===== src/rtl/acr_params.svh =====
`ifndef ACR_PARAMS_SVH
`define ACR_PARAMS_SVH
// Register offsets
`define ACR_OFF_CTRL_ONE 8'hB4
`define ACR_OFF_CTRL_TWO 8'hB5
`define ACR_OFF_RES_LOW  8'hBA
`define ACR_OFF_RES_HIGH 8'hBB
// Control one field positions
`define ACR_C1_DONE_BIT  7
`define ACR_C1_GO_BIT    6
`define ACR_C1_TRIG_HI   5
`define ACR_C1_TRIG_LO   4
`define ACR_C1_RND_HI    3
`define ACR_C1_RND_LO    2
// Control two field positions
`define ACR_C2_REF_HI    7
`define ACR_C2_REF_LO    6
`define ACR_C2_DEC_HI    5
`define ACR_C2_DEC_LO    4
// Reset values
`define ACR_RST_TRIG     2'h3
`define ACR_RST_RES_LOW  2'h3
`define ACR_RST_DEC      2'h1
`define ACR_RST_LFSR     16'hACE1
// Timing, ADC clock is mclk divided by six
`define ACR_ADC_DIV      3'h6
`define ACR_SETTLE_CLKS  10'h010
`define ACR_LFSR_UNROLL  13
`define ACR_LFSR_TAPS    16'h8005
`endif


===== src/rtl/acr_pkg.sv =====
package acr_pkg;
  typedef enum logic [1:0] {
    ACR_TRIG_EXT   = 2'h0,
    ACR_TRIG_FULL  = 2'h1,
    ACR_TRIG_TIMER = 2'h2,
    ACR_TRIG_GO    = 2'h3
  } acr_trig_e;
  typedef enum logic [1:0] {
    ACR_IDLE   = 2'h0,
    ACR_SETTLE = 2'h1,
    ACR_DECIM  = 2'h3
  } acr_state_e;
  typedef struct packed {
    logic [7:0] addr;
    logic [7:0] wdata;
    logic       wr;
    logic       rd;
  } acr_bus_s;
endpackage

===== src/rtl/acr_ctrl.sv =====
// What this block does
// RULE1: low result: four LSBs high, zeros low
// RULE2: high result holds eight result MSBs
// RULE3: valid bits depend on decimation rate
// RULE4: done sets at end, clears on high read
// RULE5: second completion just keeps done set
// RULE6: go reads one until sequence finishes
// RULE7: go starts only with source 11, idle
// RULE8: source 00 pin, 10 timer, 11 go
// RULE9: source 01 runs sequences back to back
// RULE10: random field 01 steps LFSR thirteen times
// RULE11: random field returns to 00 when done
// RULE12: software writes 11 to low bits
// RULE13: reference field selects sequence reference
// RULE14: decimation field sets resolution and duration
// RULE15: codes 00,01 give 64/7 and 128/9
// RULE16: codes 10,11 give 256/10 and 512/12
// RULE17: differential ends start at first pair
// RULE18: conversion lasts rate plus sixteen ADC clocks
// RULE19: pin trigger starts on rising edge
// RULE20: writing go zero does not abort
//
// The implementer's own choice: the strobed register port.
`timescale 1ns/1ps
`include "acr_params.svh"
module acr_ctrl #(
  parameter int CHAN_BITS = 3
) (
  input  wire logic        mclk,
  input  wire logic        rst_n,
  input  wire logic [7:0]  addr,
  input  wire logic [7:0]  wdata,
  input  wire logic        wr_stb,
  input  wire logic        rd_stb,
  output logic      [7:0]  rdata,
  input  wire logic        external_trigger_pin,
  input  wire logic        timer_compare_evt,
  input  wire logic [11:0] modulator_sample,
  input  wire logic [3:0]  sequence_end_field,
  output logic      [1:0]  reference_choice_field,
  output logic      [3:0]  mux_channel,
  output logic             conv_active,
  output logic      [15:0] random_value
);
  acr_pkg::acr_bus_s     bus;
  acr_pkg::acr_state_e   st_q, st_d;
  logic [1:0]  trig_q, trig_d, rnd_q, rnd_d, low_q, low_d;
  logic [1:0]  ref_q, ref_d, dec_q, dec_d;
  logic        done_q, done_d, go_q, go_d, pin_q;
  logic [11:0] res_q, res_d;
  logic [15:0] lfsr_q, lfsr_d;
  logic [2:0]  div_q, div_d;
  logic [9:0]  cnt_q, cnt_d;
  logic [3:0]  ch_q, ch_d;
  logic [7:0]  rdata_d;
  logic        adc_tick, start_evt, last_ch, conv_end;
  logic [9:0]  dec_rate;
  logic [11:0] res_mask;

  assign bus = '{addr: addr, wdata: wdata, wr: wr_stb, rd: rd_stb};
  assign adc_tick = (div_q == `ACR_ADC_DIV - 3'h1);

  // RULE10 thirteen steps per request
  // Fully unrolled, so one request costs one cycle
  logic [15:0] lfsr_stage [0:`ACR_LFSR_UNROLL];
  assign lfsr_stage[0] = lfsr_q;
  for (genvar s = 0; s < `ACR_LFSR_UNROLL; s++)
  begin : g_lfsr_step
    assign lfsr_stage[s + 1] = lfsr_stage[s][15] ?
      ((lfsr_stage[s] << 1) ^ `ACR_LFSR_TAPS) : (lfsr_stage[s] << 1);
  end

  // RULE15 rates and widths
  // RULE16 upper codes
  always_comb
  begin
    unique case (dec_q)
      2'h0:
      begin
        dec_rate = 10'h040;
        res_mask = 12'hFE0;
      end
      2'h1:
      begin
        dec_rate = 10'h080;
        res_mask = 12'hFF8;
      end
      2'h2:
      begin
        dec_rate = 10'h100;
        res_mask = 12'hFFC;
      end
      2'h3:
      begin
        dec_rate = 10'h200;
        res_mask = 12'hFFF;
      end
    endcase
  end

  // RULE8 trigger selection
  // RULE19 pin rising edge
  // RULE9 full speed restart
  always_comb
  begin
    unique case (acr_pkg::acr_trig_e'(trig_q))
      acr_pkg::ACR_TRIG_EXT:   start_evt = external_trigger_pin & ~pin_q;
      acr_pkg::ACR_TRIG_FULL:  start_evt = 1'b1;
      acr_pkg::ACR_TRIG_TIMER: start_evt = timer_compare_evt;
      acr_pkg::ACR_TRIG_GO:    start_evt = go_q;
    endcase
  end

  // RULE17 sequence endpoint, single conversions for high codes
  assign last_ch  = (sequence_end_field >= 4'hC) ||
                    (ch_q == sequence_end_field);
  assign conv_end = (st_q == acr_pkg::ACR_DECIM) && adc_tick &&
                    (cnt_q == dec_rate - 10'h001);

  always_comb
  begin
    st_d  = st_q;
    cnt_d = cnt_q;
    ch_d  = ch_q;
    res_d = res_q;
    div_d = adc_tick ? 3'h0 : div_q + 3'h1;
    unique case (st_q)
      acr_pkg::ACR_IDLE:
        if (start_evt)
        begin
          st_d  = acr_pkg::ACR_SETTLE;
          cnt_d = 10'h000;
          div_d = 3'h0;
          // RULE17 first pair
          ch_d  = (sequence_end_field >= 4'hC) ? sequence_end_field :
                  {sequence_end_field[3], 3'h0};
        end
      // RULE18 settle sixteen then decimate
      acr_pkg::ACR_SETTLE:
        if (adc_tick)
        begin
          cnt_d = cnt_q + 10'h001;
          if (cnt_q == `ACR_SETTLE_CLKS - 10'h001)
          begin
            st_d  = acr_pkg::ACR_DECIM;
            cnt_d = 10'h000;
          end
        end
      acr_pkg::ACR_DECIM:
        if (adc_tick)
        begin
          cnt_d = cnt_q + 10'h001;
          if (conv_end)
          begin
            // RULE3 masked resolution
            // RULE14 rate sets width
            res_d = modulator_sample & res_mask;
            cnt_d = 10'h000;
            if (last_ch)
              st_d = acr_pkg::ACR_IDLE;
            else
            begin
              st_d = acr_pkg::ACR_SETTLE;
              ch_d = ch_q + 4'h1;
            end
          end
        end
      // Unused code 10 falls back to idle
      default:
        st_d = acr_pkg::ACR_IDLE;
    endcase
  end

  always_comb
  begin
    trig_d = trig_q;
    rnd_d  = rnd_q;
    low_d  = low_q;
    ref_d  = ref_q;
    dec_d  = dec_q;
    go_d   = go_q;
    lfsr_d = lfsr_q;
    // RULE4 set on end, clear on high read
    // RULE5 set wins, no overrun
    // A result landing on the high read stays flagged
    done_d = conv_end | (done_q &
             ~(bus.rd && bus.addr == `ACR_OFF_RES_HIGH));
    // RULE6 clears at sequence end
    if (conv_end && last_ch)
      go_d = 1'b0;
    // RULE10 thirteen unrolled steps
    // RULE11 field self clears
    if (rnd_q == 2'h1)
    begin
      lfsr_d = lfsr_stage[`ACR_LFSR_UNROLL];
      rnd_d  = 2'h0;
    end
    if (bus.wr && bus.addr == `ACR_OFF_CTRL_ONE)
    begin
      // RULE7 go only with source 11 and idle
      // RULE20 zero write ignored
      if (bus.wdata[`ACR_C1_GO_BIT] && st_q == acr_pkg::ACR_IDLE &&
          bus.wdata[`ACR_C1_TRIG_HI:`ACR_C1_TRIG_LO] == 2'h3)
        go_d = 1'b1;
      trig_d = bus.wdata[`ACR_C1_TRIG_HI:`ACR_C1_TRIG_LO];
      rnd_d  = bus.wdata[`ACR_C1_RND_HI:`ACR_C1_RND_LO];
      // RULE12 stored as written, software keeps 11
      low_d  = bus.wdata[1:0];
    end
    if (bus.wr && bus.addr == `ACR_OFF_CTRL_TWO)
    begin
      // RULE13 reference choice
      ref_d = bus.wdata[`ACR_C2_REF_HI:`ACR_C2_REF_LO];
      dec_d = bus.wdata[`ACR_C2_DEC_HI:`ACR_C2_DEC_LO];
    end
  end

  always_comb
  begin
    rdata_d = 8'h00;
    if (bus.rd)
    begin
      unique case (bus.addr)
        `ACR_OFF_CTRL_ONE: rdata_d = {done_q, go_q, trig_q, rnd_q, low_q};
        `ACR_OFF_CTRL_TWO: rdata_d = {ref_q, dec_q, ch_q};
        // RULE1 low nibble zero
        `ACR_OFF_RES_LOW:  rdata_d = {res_q[3:0], 4'h0};
        // RULE2 high byte
        `ACR_OFF_RES_HIGH: rdata_d = res_q[11:4];
        default:           rdata_d = 8'h00;
      endcase
    end
  end

  // Sequencer state and its registered outputs
  always_ff @(posedge mclk or negedge rst_n)
  begin
    if (!rst_n)
    begin
      st_q        <= acr_pkg::ACR_IDLE;
      pin_q       <= 1'b0;
      res_q       <= 12'h000;
      div_q       <= 3'h0;
      cnt_q       <= 10'h000;
      ch_q        <= 4'h0;
      mux_channel <= 4'h0;
      conv_active <= 1'b0;
    end
    else
    begin
      st_q        <= st_d;
      pin_q       <= external_trigger_pin;
      res_q       <= res_d;
      div_q       <= div_d;
      cnt_q       <= cnt_d;
      ch_q        <= ch_d;
      mux_channel <= ch_d;
      conv_active <= (st_d != acr_pkg::ACR_IDLE);
    end
  end

  // Software visible control state
  always_ff @(posedge mclk or negedge rst_n)
  begin
    if (!rst_n)
    begin
      trig_q                 <= `ACR_RST_TRIG;
      rnd_q                  <= 2'h0;
      low_q                  <= `ACR_RST_RES_LOW;
      ref_q                  <= 2'h0;
      dec_q                  <= `ACR_RST_DEC;
      done_q                 <= 1'b0;
      go_q                   <= 1'b0;
      lfsr_q                 <= `ACR_RST_LFSR;
      reference_choice_field <= 2'h0;
      random_value           <= `ACR_RST_LFSR;
    end
    else
    begin
      trig_q                 <= trig_d;
      rnd_q                  <= rnd_d;
      low_q                  <= low_d;
      ref_q                  <= ref_d;
      dec_q                  <= dec_d;
      done_q                 <= done_d;
      go_q                   <= go_d;
      lfsr_q                 <= lfsr_d;
      reference_choice_field <= ref_d;
      random_value           <= lfsr_d;
    end
  end

  // Read port, data stands one cycle
  always_ff @(posedge mclk or negedge rst_n)
  begin
    if (!rst_n)
    begin
      rdata <= 8'h00;
    end
    else
    begin
      rdata <= rdata_d;
    end
  end
endmodule // acr_ctrl


===== config.mk =====
export PLATFORM = sky130hd
export DESIGN_NAME = acr_ctrl
export DESIGN_NICKNAME = d
export VERILOG_FILES = /design/src/rtl/acr_pkg.sv /design/src/rtl/acr_ctrl.sv
export VERILOG_INCLUDE_DIRS = /design/src /design/src/rtl
export SDC_FILE = /design/constraint.sdc
export NUM_CORES = 1
export LEC_CHECK = 0
export BUFFER_PORTS_ARGS = -buffer_cell sky130_fd_sc_hd__buf_4
export CAP_MARGIN = 20
export CORE_ASPECT_RATIO = 2
export CORE_MARGIN = 8
export CORE_UTILIZATION = 50
export CTS_BUF_LIST = sky130_fd_sc_hd__clkbuf_8 sky130_fd_sc_hd__clkbuf_16
export DETAILED_ROUTE_END_ITERATION = 12
export PLACE_DENSITY = 0.73
export SYNTH_ARGS = -nofsm -noshare
export SYNTH_HDL_FRONTEND = slang
export SYNTH_SLANG_ARGS = --single-unit

===== constraint.sdc =====
create_clock -name mclk -period 3.37 [get_ports mclk]
set_input_delay 0.5055 -clock mclk [delete_from_list [all_inputs] [get_ports mclk]]
set_output_delay 0.5055 -clock mclk [all_outputs]
set_load 0.005 [all_outputs]

==> impl_metrics.csv, run 1 <==
group,metric,value,unit
layout,multi_input_area,0.00169,mm^2
sta,max_freq,0.459,GHz
clocking,clock_latency,330,ps
worst_setup_path,cp-end-kind,"flip-flop",
layout,ff_latch_area,0.00174,mm^2
worst_setup_path,critPathSlowestCell,"nand4_2",
sta,setup_tns,0,ps
clocking,postCtsHoldBufs,0,
worst_setup_path,crit_fanout,18,
layout,final_core_util,60.7,%
layout,layout_common_cells,"nand2_1 (73), buf_4 (69), dfrtp_1 (56)",
global_routing,overflow,0,
placed_design,dpl.hpwl,6700,um
yosys,yosysUniqueCellTypes,61,
clocking,cts_setup_buffers,0,
yosys,synth_area,0.00368,mm^2
sta,hold_viol,0,
global_routing,grt_pass1_vias,2994,
clocking,cts_root_buf,"clkbuf_16",
yosys,yosysSeqAreaShare,47.4,%
power,powerDensity,479,mW/mm^2
worst_setup_path,r2r_slack,1190,ps
layout,antennaDiodeCount,0,
die,core-area,0.00721,mm^2
sta,drv_slew,0,
layout,area_growth,19.1,%
die,pin_count,69,
worst_setup_path,arrival,2360,ps
worst_setup_path,r2r-start,"cnt_q[0]",
sta,tightest_slew,915,ps
die,start_util,51.0,%
die,die-height,137,um
clocking,cts.sinks,69,
drt,dr_total_vias,2930,
yosys,avgSynthCellArea,9.63,um^2
yosys,ys.flop_type,"dfrtp_1",
sta,period_share,64.6,%
global_routing,grt_pass1_wl,14400,um
layout,drive_gt1_share,25.9,%
layout,fin_cells,524,
die,row_count,44,
placed_design,place_ws,1210,ps
power,power_leakage,2.00,nW
worst_setup_path,r2r_cells,6,
sta,slew_headroom,39.0,%
yosys,yosys_register_bits,69,
layout,fill_cells,645,
clocking,htreeDepth,3,
drt,drc,0,
worst_setup_path,required,3550,ps
drt,first_iter_violations,298,
global_routing,grt_max_degree,70,
layout,final_nets,467,
worst_setup_path,critical_path.top_delay_family,"simple AND/OR/NAND/NOR gates",
die,die_w,76.6,um
yosys,synth_nets,422,
clocking,cts-resized-gates,0,
drt,wl_per_cell,16.8,um
sta,setup_slack,1190,ps
worst_setup_path,worst_r2r_endpoint,"go_q",
clocking,cts_buffers,9,
placed_design,port-buffer-count,68,
drt,vias_per_cell,5.59,
clocking,clk_pin_slew_worst_paths,50,ps
die,die_area,0.0105,mm^2
yosys,synth_edf_count,0,
drt,drtPass1Iterations,4,
yosys,yosysWarnings,0,
worst_setup_path,slowest_delay,410,ps
worst_setup_path,cp_cell_sequence,"ha_1, nand3_1, nor4b_4, nand4_2, nor2_1, o22ai_1",
yosys,syn_inst,382,
worst_setup_path,critPathLaunchType,"flip-flop",
global_routing,antenna_found_initial,0,
sta,fin_crit,2180,ps
drt,ant_nets,0,
clocking,cts_tree,"done",
placed_design,dp.cells,508,
clocking,cts_buffer_depth,2,
sta,setup_viol,0,
worst_hold_path,hold_path_class,"in -> async",
worst_setup_path,path_class,"reg -> reg",
drt,routed_wirelength,8820,um
sta,rsz0062_at_grt,"no",
sta,hold_ws,272,ps
layout,final_common_cell,"nand2_1",
run,maxCapViolCount,0,
yosys,synthArstFlopShare,100,%
worst_setup_path,critPathBufInv,0,
global_routing,grt_usage,17.4,%
run_status,status,"finished clean",
sta,clock_skew,8.77,ps
placed_design,gp_congestion,0.879,
power,ir_drop,0.467,mV
==> stage by stage <==
step,area (um^2),total power [mW]
2_1_floorplan,3680,1.11
3_3_place_gp,4100,1.22
3_5_place_dp,4100,1.23
4_1_cts,4380,2.11
5_1_grt,4380,2.19
6_report,4380,2.10
==> cells by family after synthesis <==
| family | after synthesis | synth area share, % |
|---|---|---|
| multiplexers | 11 | 3.33 |
| flip-flops | 69 | 47.4 |
| adder cells (fa/ha/maj) | 2 | 0.680 |
| AO/OA/AOI/OAI | 84 | 15.4 |
| XOR/XNOR | 27 | 7.18 |
| buffers and inverters | 45 | 6.74 |
| AND/OR/NAND/NOR | 144 | 19.3 |
==> where the power goes <==
group	switching [mW]	internal [mW]
Sequential	0.0741	0.888
Clock	0.322	0.557
Combinational	0.139	0.119
==> layout make-up <==
type | count | area share (%)
Clock buffer | 9 | 5.14
Clock inverter | 7 | 1.23
Inverter | 10 | 0.857
Multi-Input combinational cell | 268 | 38.5
Sequential cell | 69 | 39.8
Tap cell | 92 | 2.63
Timing Repair Buffer | 69 | 11.8
==> worst max path at each step <==
stage / startpoint / to / slack (ps) / cells after the start
6_report: cnt_q[0] / go_q / 1190 / 6
5_1_grt: cnt_q[0] / go_q / 1000 / 6
4_1_cts: dec_q[1] / go_q / 1200 / 5
3_5_place_dp: dec_q[1] / go_q / 1210 / 5
3_3_place_gp: dec_q[1] / go_q / 1290 / 5
2_1_floorplan: dec_q[0] / ch_q[0] / 1440 / 7
==> Yosys cell counts (all sizes together), types with 2 or more instances <==
cell type	number	share of area, %
dfstp	13	9.3
nand3	13	1.8
xnor2	17	4.0
inv	10	1.0
a211oi	3	0.61
a22oi	4	0.82
nand2	73	7.5
nor3b	2	0.54
clkbuf	11	1.1
buf	24	4.6
nand4	5	1.0
xor2	8	1.9
xnor3	2	1.2
a21oi	10	1.4
o221ai	2	0.48
mux2	10	3.1
ha	2	0.68
nor3	7	0.95
and3b	3	0.71
a221oi	2	0.48
a22o	6	1.4
o2bb2ai	2	0.48
o211ai	6	1.4
nor2	22	2.2
nor4	2	0.75
and2	4	0.68
o21ai	34	4.6
o41a	2	0.61
and3	3	0.51
or2	2	0.34
dfrtp	56	38
==> layer usage <==
metal / wire [um] / vias to the layer above / GRT usage [%]
met5: 0 / - / 0
met4: 320 / 0 / 10.0
met3: 506 / 21 / 5.56
met2: 4920 / 111 / 32.2
met1: 3080 / 1385 / 16.5
li1: - / 1413 / -
==> state kept, by name (all words and copies together) (netlist names) <==
| register | cells |
|---|---|
| lfsr_q | 16 |
| res_q | 12 |
| cnt_q | 10 |
| rdata | 8 |
| ch_q | 4 |
| div_q | 3 |
| dec_q | 2 |
| low_q | 2 |
| ref_q | 2 |
| rnd_q | 2 |
| st_q | 2 |
| trig_q | 2 |
| conv_active | 1 |
| done_q | 1 |
| go_q | 1 |
| pin_q | 1 |
==> worst reg2reg max path: cells and delay by family, from the launching register on <==
kind            cells  cell delay (ps)
compound gates      1              120
fa+ha+maj           1              220
flops               1              400
simple gates        4             1290
Power figures use the tool's default switching activity.
==> inputs of run 2 (changes only) <==
- clock period: 3.37 -> 2.2 ns (I/O delays scaled with it)
==> run 2 against run 1 <==
  * Sequential share of layout area down 0.55 points
  * Clock-buffer cell count up 4
  * Combinational power up 58%
  * Critical endpoint is now cnt_q[8]
  * Highest routed layer unchanged
  * Cell count up 1.1%
  * Routed wire length up 2.1%
  * First-iteration DRC count down 42%
  * Worst setup slack worse by 1100 ps
  * Sequential cell count unchanged
  * Sequential power up 53%
==> impl_metrics.csv, run 2 (synthesis gave the netlist of run 1 again) <==
group,metric,value,unit
worst_setup_path,cp_cell_sequence,"ha_1, nand3_1, nor4b_4, a31oi_2, o221a_1, a21o_1",
worst_setup_path,crit_fanout,10,
power,power_leakage,2.03,nW
placed_design,dpl.hpwl,6840,um
run_status,status,"finished clean",
layout,layout_common_cells,"buf_4 (75), nand2_1 (73), dfrtp_1 (56)",
worst_hold_path,hold_path_class,"in -> async",
global_routing,overflow,0,
die,die-height,137,um
sta,period_share,93.6,%
clocking,cts.sinks,69,
layout,top_register,"lfsr_q",
power,swShare,25.4,%
layout,antennaDiodeCount,0,
power,powerDensity,732,mW/mm^2
placed_design,gp_congestion,0.927,
sta,setup_slack,141,ps
worst_setup_path,r2r-start,"cnt_q[0]",
run,maxCapViolCount,0,
global_routing,grt_usage,18.0,%
drt,first_iter_violations,173,
die,die_w,76.6,um
sta,clock_skew,3.18,ps
sta,rsz0062_at_grt,"no",
sta,setup_tns,0,ps
layout,final_nets,473,
die,die_area,0.0105,mm^2
power,intPower,2.42,mW
sta,max_freq,0.486,GHz
drt,drc,0,
die,pin_count,69,
worst_setup_path,timing.critical_path.from,"cnt_q[0]",
clocking,cts_buffer_depth,2,
power,p_clk_share,42.1,%
worst_setup_path,critPathSlowestCell,"nor4b_4",
clocking,clk_pin_slew_worst_paths,50,ps
placed_design,place_ws,144,ps
clocking,cts_tree,"done",
power,switchingPower,0.825,mW
drt,vias_per_cell,5.52,
worst_setup_path,slowest_delay,410,ps
clocking,htreeDepth,3,
clocking,cts_root_buf,"clkbuf_16",
drt,routed_wirelength,9010,um
layout,final_common_cell,"buf_4",
layout,area_growth,20.8,%
global_routing,grt_max_degree,70,
worst_setup_path,cp-end-kind,"flip-flop",
drt,drtPass1Iterations,4,
sta,drv_slew,0,
global_routing,antenna_found_initial,0,
sta,setup_viol,0,
drt,dr_total_vias,2923,
layout,largest_register_ffs,16,
worst_setup_path,path_class,"reg -> reg",
die,core-area,0.00721,mm^2
drt,ant_nets,0,
clocking,postCtsHoldBufs,0,
layout,drive_gt1_share,27.6,%
sta,tightest_slew,851,ps
clocking,clock_latency,330,ps
die,start_util,51.0,%
layout,stdcell_area,0.00444,mm^2
power,power_frac_seq,45.3,%
placed_design,dpl_cell_area,0.00415,mm^2
worst_setup_path,critPathLaunchType,"flip-flop",
power,pwr-share-comb,12.6,%
sta,fin_crit,2060,ps
layout,top_regs,"lfsr_q: 16 flops, res_q: 12 flops, cnt_q: 10 flops",
global_routing,grt_pass1_vias,3077,
sta,hold_viol,0,
sta,slew_headroom,43.3,%
drt,wl_per_cell,17.0,um
worst_setup_path,required,2430,ps
clocking,cts_buffers,9,
worst_setup_path,arrival,2290,ps
power,ir_drop,0.537,mV
global_routing,grt_pass1_wl,15000,um
placed_design,port-buffer-count,68,
die,row_count,44,
run 2: cell types whose count changed in the layout (fill, tap and decap cells not counted), sizes merged:
cell    change
inv         -2
bufinv      -1
clkinv      -1
buf         +6
clkbuf      +4
run 2: layout make-up:
type,instances,area [um^2]
Timing Repair Buffer,75,563
Multi-Input combinational cell,268,1690
Clock buffer,13,280
Sequential cell,69,1740
Tap cell,92,115
Fill cell,622,2770
Inverter,10,37.5
Clock inverter,3,11.3
run 2: final timing paths:
check / slack [ps] / to / depth (start not counted)
max: 140 / cnt_q[8] / 6
min reg2reg: 470 / res_q[6] / 2
min: 110 / lfsr_q[12] / 1
max reg2reg: 140 / cnt_q[8] / 6
max in group asynchronous: 1540 / res_q[5] / 1
min in group mclk: 110 / pin_q / 1
run 2: power by group through the flow:
stage | Combinational (mW) | Clock [mW] | Sequential (mW)
2_1_floorplan | 0.250 | 0 | 1.45
3_3_place_gp | 0.399 | 0 | 1.48
3_5_place_dp | 0.412 | 0 | 1.49
4_1_cts | 0.414 | 1.40 | 1.47
5_1_grt | 0.466 | 1.46 | 1.48
6_report | 0.408 | 1.37 | 1.47
run 2: repair_timing:
item,CTS,global route
setup buffers,0,0
setup endpoints to repair,0,4
gates resized for setup,0,1
run 2: through the flow:
step                cells  utilization [%]  hold slack (ps)  total power [mW]
global placement      514             57.5              449              1.88
CTS                   530             61.5              108              3.28
detailed placement    514             57.5              454              1.90
finish                530             61.6              107              3.25
global route          530             61.6              107              3.41
floorplan             382                -             34.4              1.70
run 2: worst max-delay path, delay by kind of cell, from the launching register on:
family / cells / cell delay [ps]
adders and majority gates: 1 / 220
DFF: 1 / 390
AOI/OAI and AO/OA: 3 / 760
and+or+nand+nor: 2 / 580
run 2: metal layers:
layer | vias to the layer above | GRT usage (%) | routed length, um
met5 | - | 0 | 0
met4 | 0 | 11.7 | 307
met3 | 19 | 4.12 | 340
li1 | 1424 | - | -
met2 | 74 | 33.0 | 5120
met1 | 1406 | 17.8 | 3240
==> inputs of run 3 (changes only) <==
- CAP_MARGIN: 20 -> 5
- CTS_BUF_LIST: sky130_fd_sc_hd__clkbuf_8 sky130_fd_sc_hd__clkbuf_16 -> sky130_fd_sc_hd__clkbuf_16
==> run 3 against run 2 <==
  * Total power fell by 4.8%
  * Clock skew is 0.81 ps higher
  * Sequential cell count unchanged
  * Clock power shrank 12%
  * Sequential power hardly changed
  * Global-route usage down 0.15 points
  * Non-clock buffer count unchanged
  * Critical path type unchanged
  * Highest routed layer unchanged
==> impl_metrics.csv, run 3 (synthesis gave the netlist of run 1 again) <==
group,metric,value,unit
run_status,status,"finished clean",
layout,antennaDiodeCount,0,
drt,drt-met1-wl,3170,um
layout,drive_gt1_share,26.7,%
clocking,cts-resized-gates,0,
layout,top_regs,"lfsr_q: 16 flops, res_q: 12 flops, cnt_q: 10 flops",
die,pin_count,69,
drt,ant_nets,0,
power,power_leakage,2.01,nW
clocking,cts_root_buf,"clkbuf_16",
power,power,3.09,mW
drt,dr_total_vias,2924,
layout,largest_register_ffs,16,
clocking,postCtsHoldBufs,0,
run,maxCapViolCount,0,
sta,period_share,92.6,%
layout,top_register,"lfsr_q",
drt,vias_per_cell,5.52,
drt,wl_met3,413,um
drt,first_iter_violations,170,
worst_setup_path,required,2420,ps
layout,fin_cells,530,
placed_design,dp.cells,514,
sta,tightest_slew,856,ps
drt,wl_per_cell,16.8,um
clocking,cts_buffer_depth,2,
clocking,clock_latency,330,ps
die,row_count,44,
worst_setup_path,arrival,2260,ps
clocking,clk_pin_slew_worst_paths,50,ps
sta,slew_headroom,43.0,%
sta,drv_slew,0,
sta,setup_tns,0,ps
sta,clock_skew,3.99,ps
sta,hold_viol,0,
global_routing,grt_max_degree,70,
clocking,cts_tree,"done",
global_routing,overflow,0,
drt,routed_wirelength,8920,um
die,start_util,51.0,%
power,ir_drop,0.505,mV
clocking,cts.sinks,69,
die,core-area,0.00721,mm^2
drt,drtPass1Iterations,4,
sta,rsz0062_at_grt,"no",
worst_setup_path,critPathLaunchType,"flip-flop",
placed_design,gp_congestion,0.927,
sta,setup_viol,0,
global_routing,grt_pass1_vias,3071,
worst_setup_path,cp-end-kind,"flip-flop",
placed_design,dpl.hpwl,6840,um
drt,top_layer,"met4",
worst_hold_path,hold_path_class,"in -> async",
layout,final_common_cell,"buf_4",
worst_setup_path,crit_fanout,10,
sta,fin_crit,2040,ps
die,die-height,137,um
clocking,cts_buffers,9,
layout,final_nets,473,
die,die_w,76.6,um
global_routing,grt_usage,17.9,%
global_routing,antenna_found_initial,0,
worst_setup_path,path_class,"reg -> reg",
die,die_area,0.0105,mm^2
layout,area_growth,19.7,%
power,powerDensity,703,mW/mm^2
placed_design,port-buffer-count,68,
layout,layout_common_cells,"buf_4 (75), nand2_1 (73), dfrtp_1 (56)",
drt,drc,0,
clocking,cts_setup_buffers,0,
sta,max_freq,0.491,GHz
drt,route.met2.wl,5100,um
global_routing,grt_pass1_wl,14900,um
clocking,htreeDepth,3,
## run 3: through the flow
step | utilization [%] | setup WS [ps] | area [um^2] | hold slack [ps]
5_1_grt | 61.0 | 33.5 | 4400 | 107
4_1_cts | 61.0 | 141 | 4400 | 110
3_5_place_dp | 57.5 | 144 | 4150 | 454
6_report | 61.0 | 163 | 4400 | 103
2_1_floorplan | - | 274 | 3680 | 34.4
3_3_place_gp | 57.5 | 218 | 4150 | 449
## run 3: power by group
| part | switching (mW) | total, mW | internal, mW |
|---|---|---|---|
| sequential | 0.111 | 1.47 | 1.36 |
| combinational | 0.218 | 0.409 | 0.191 |
| clock | 0.481 | 1.21 | 0.732 |
| total | 0.810 | 3.09 | 2.28 |
## run 3: routing by layer
metal / track usage, % / vias to the layer above
li1: - / 1424
met4: 9.48 / 0
met1: 17.5 / 1397
met3: 5.36 / 16
met2: 33.0 / 87
met5: 0 / -
## run 3: final cells by class
cell class	instances	area, um^2
inverters	10	37.5
clock buffers	9	225
clock inverters	7	26.3
repair buffers	75	563
multi-input cells	268	1690
flip-flops and latches	69	1740
fillers	631	2810
well taps	92	115
## run 3: critical path: stages, from the launching register on
cell	delay, ps
dfrtp_1	390
ha_1	220
nand3_1	170
nor4b_4	390
a31oi_2	280
o221a_1	330
a21o_1	150
## run 3: final timing paths
kind	to	cells past startpoint	slack (ps)	start
worst max-delay path	cnt_q[8]	6	160	cnt_q[0]
worst min-delay path	lfsr_q[12]	1	100	rst_n
worst max register to register	cnt_q[8]	6	160	cnt_q[0]
worst min register to register	res_q[6]	2	460	res_q[6]
max in group asynchronous	res_q[5]	1	1530	rst_n
min in group mclk	pin_q	1	120	external_trigger_pin
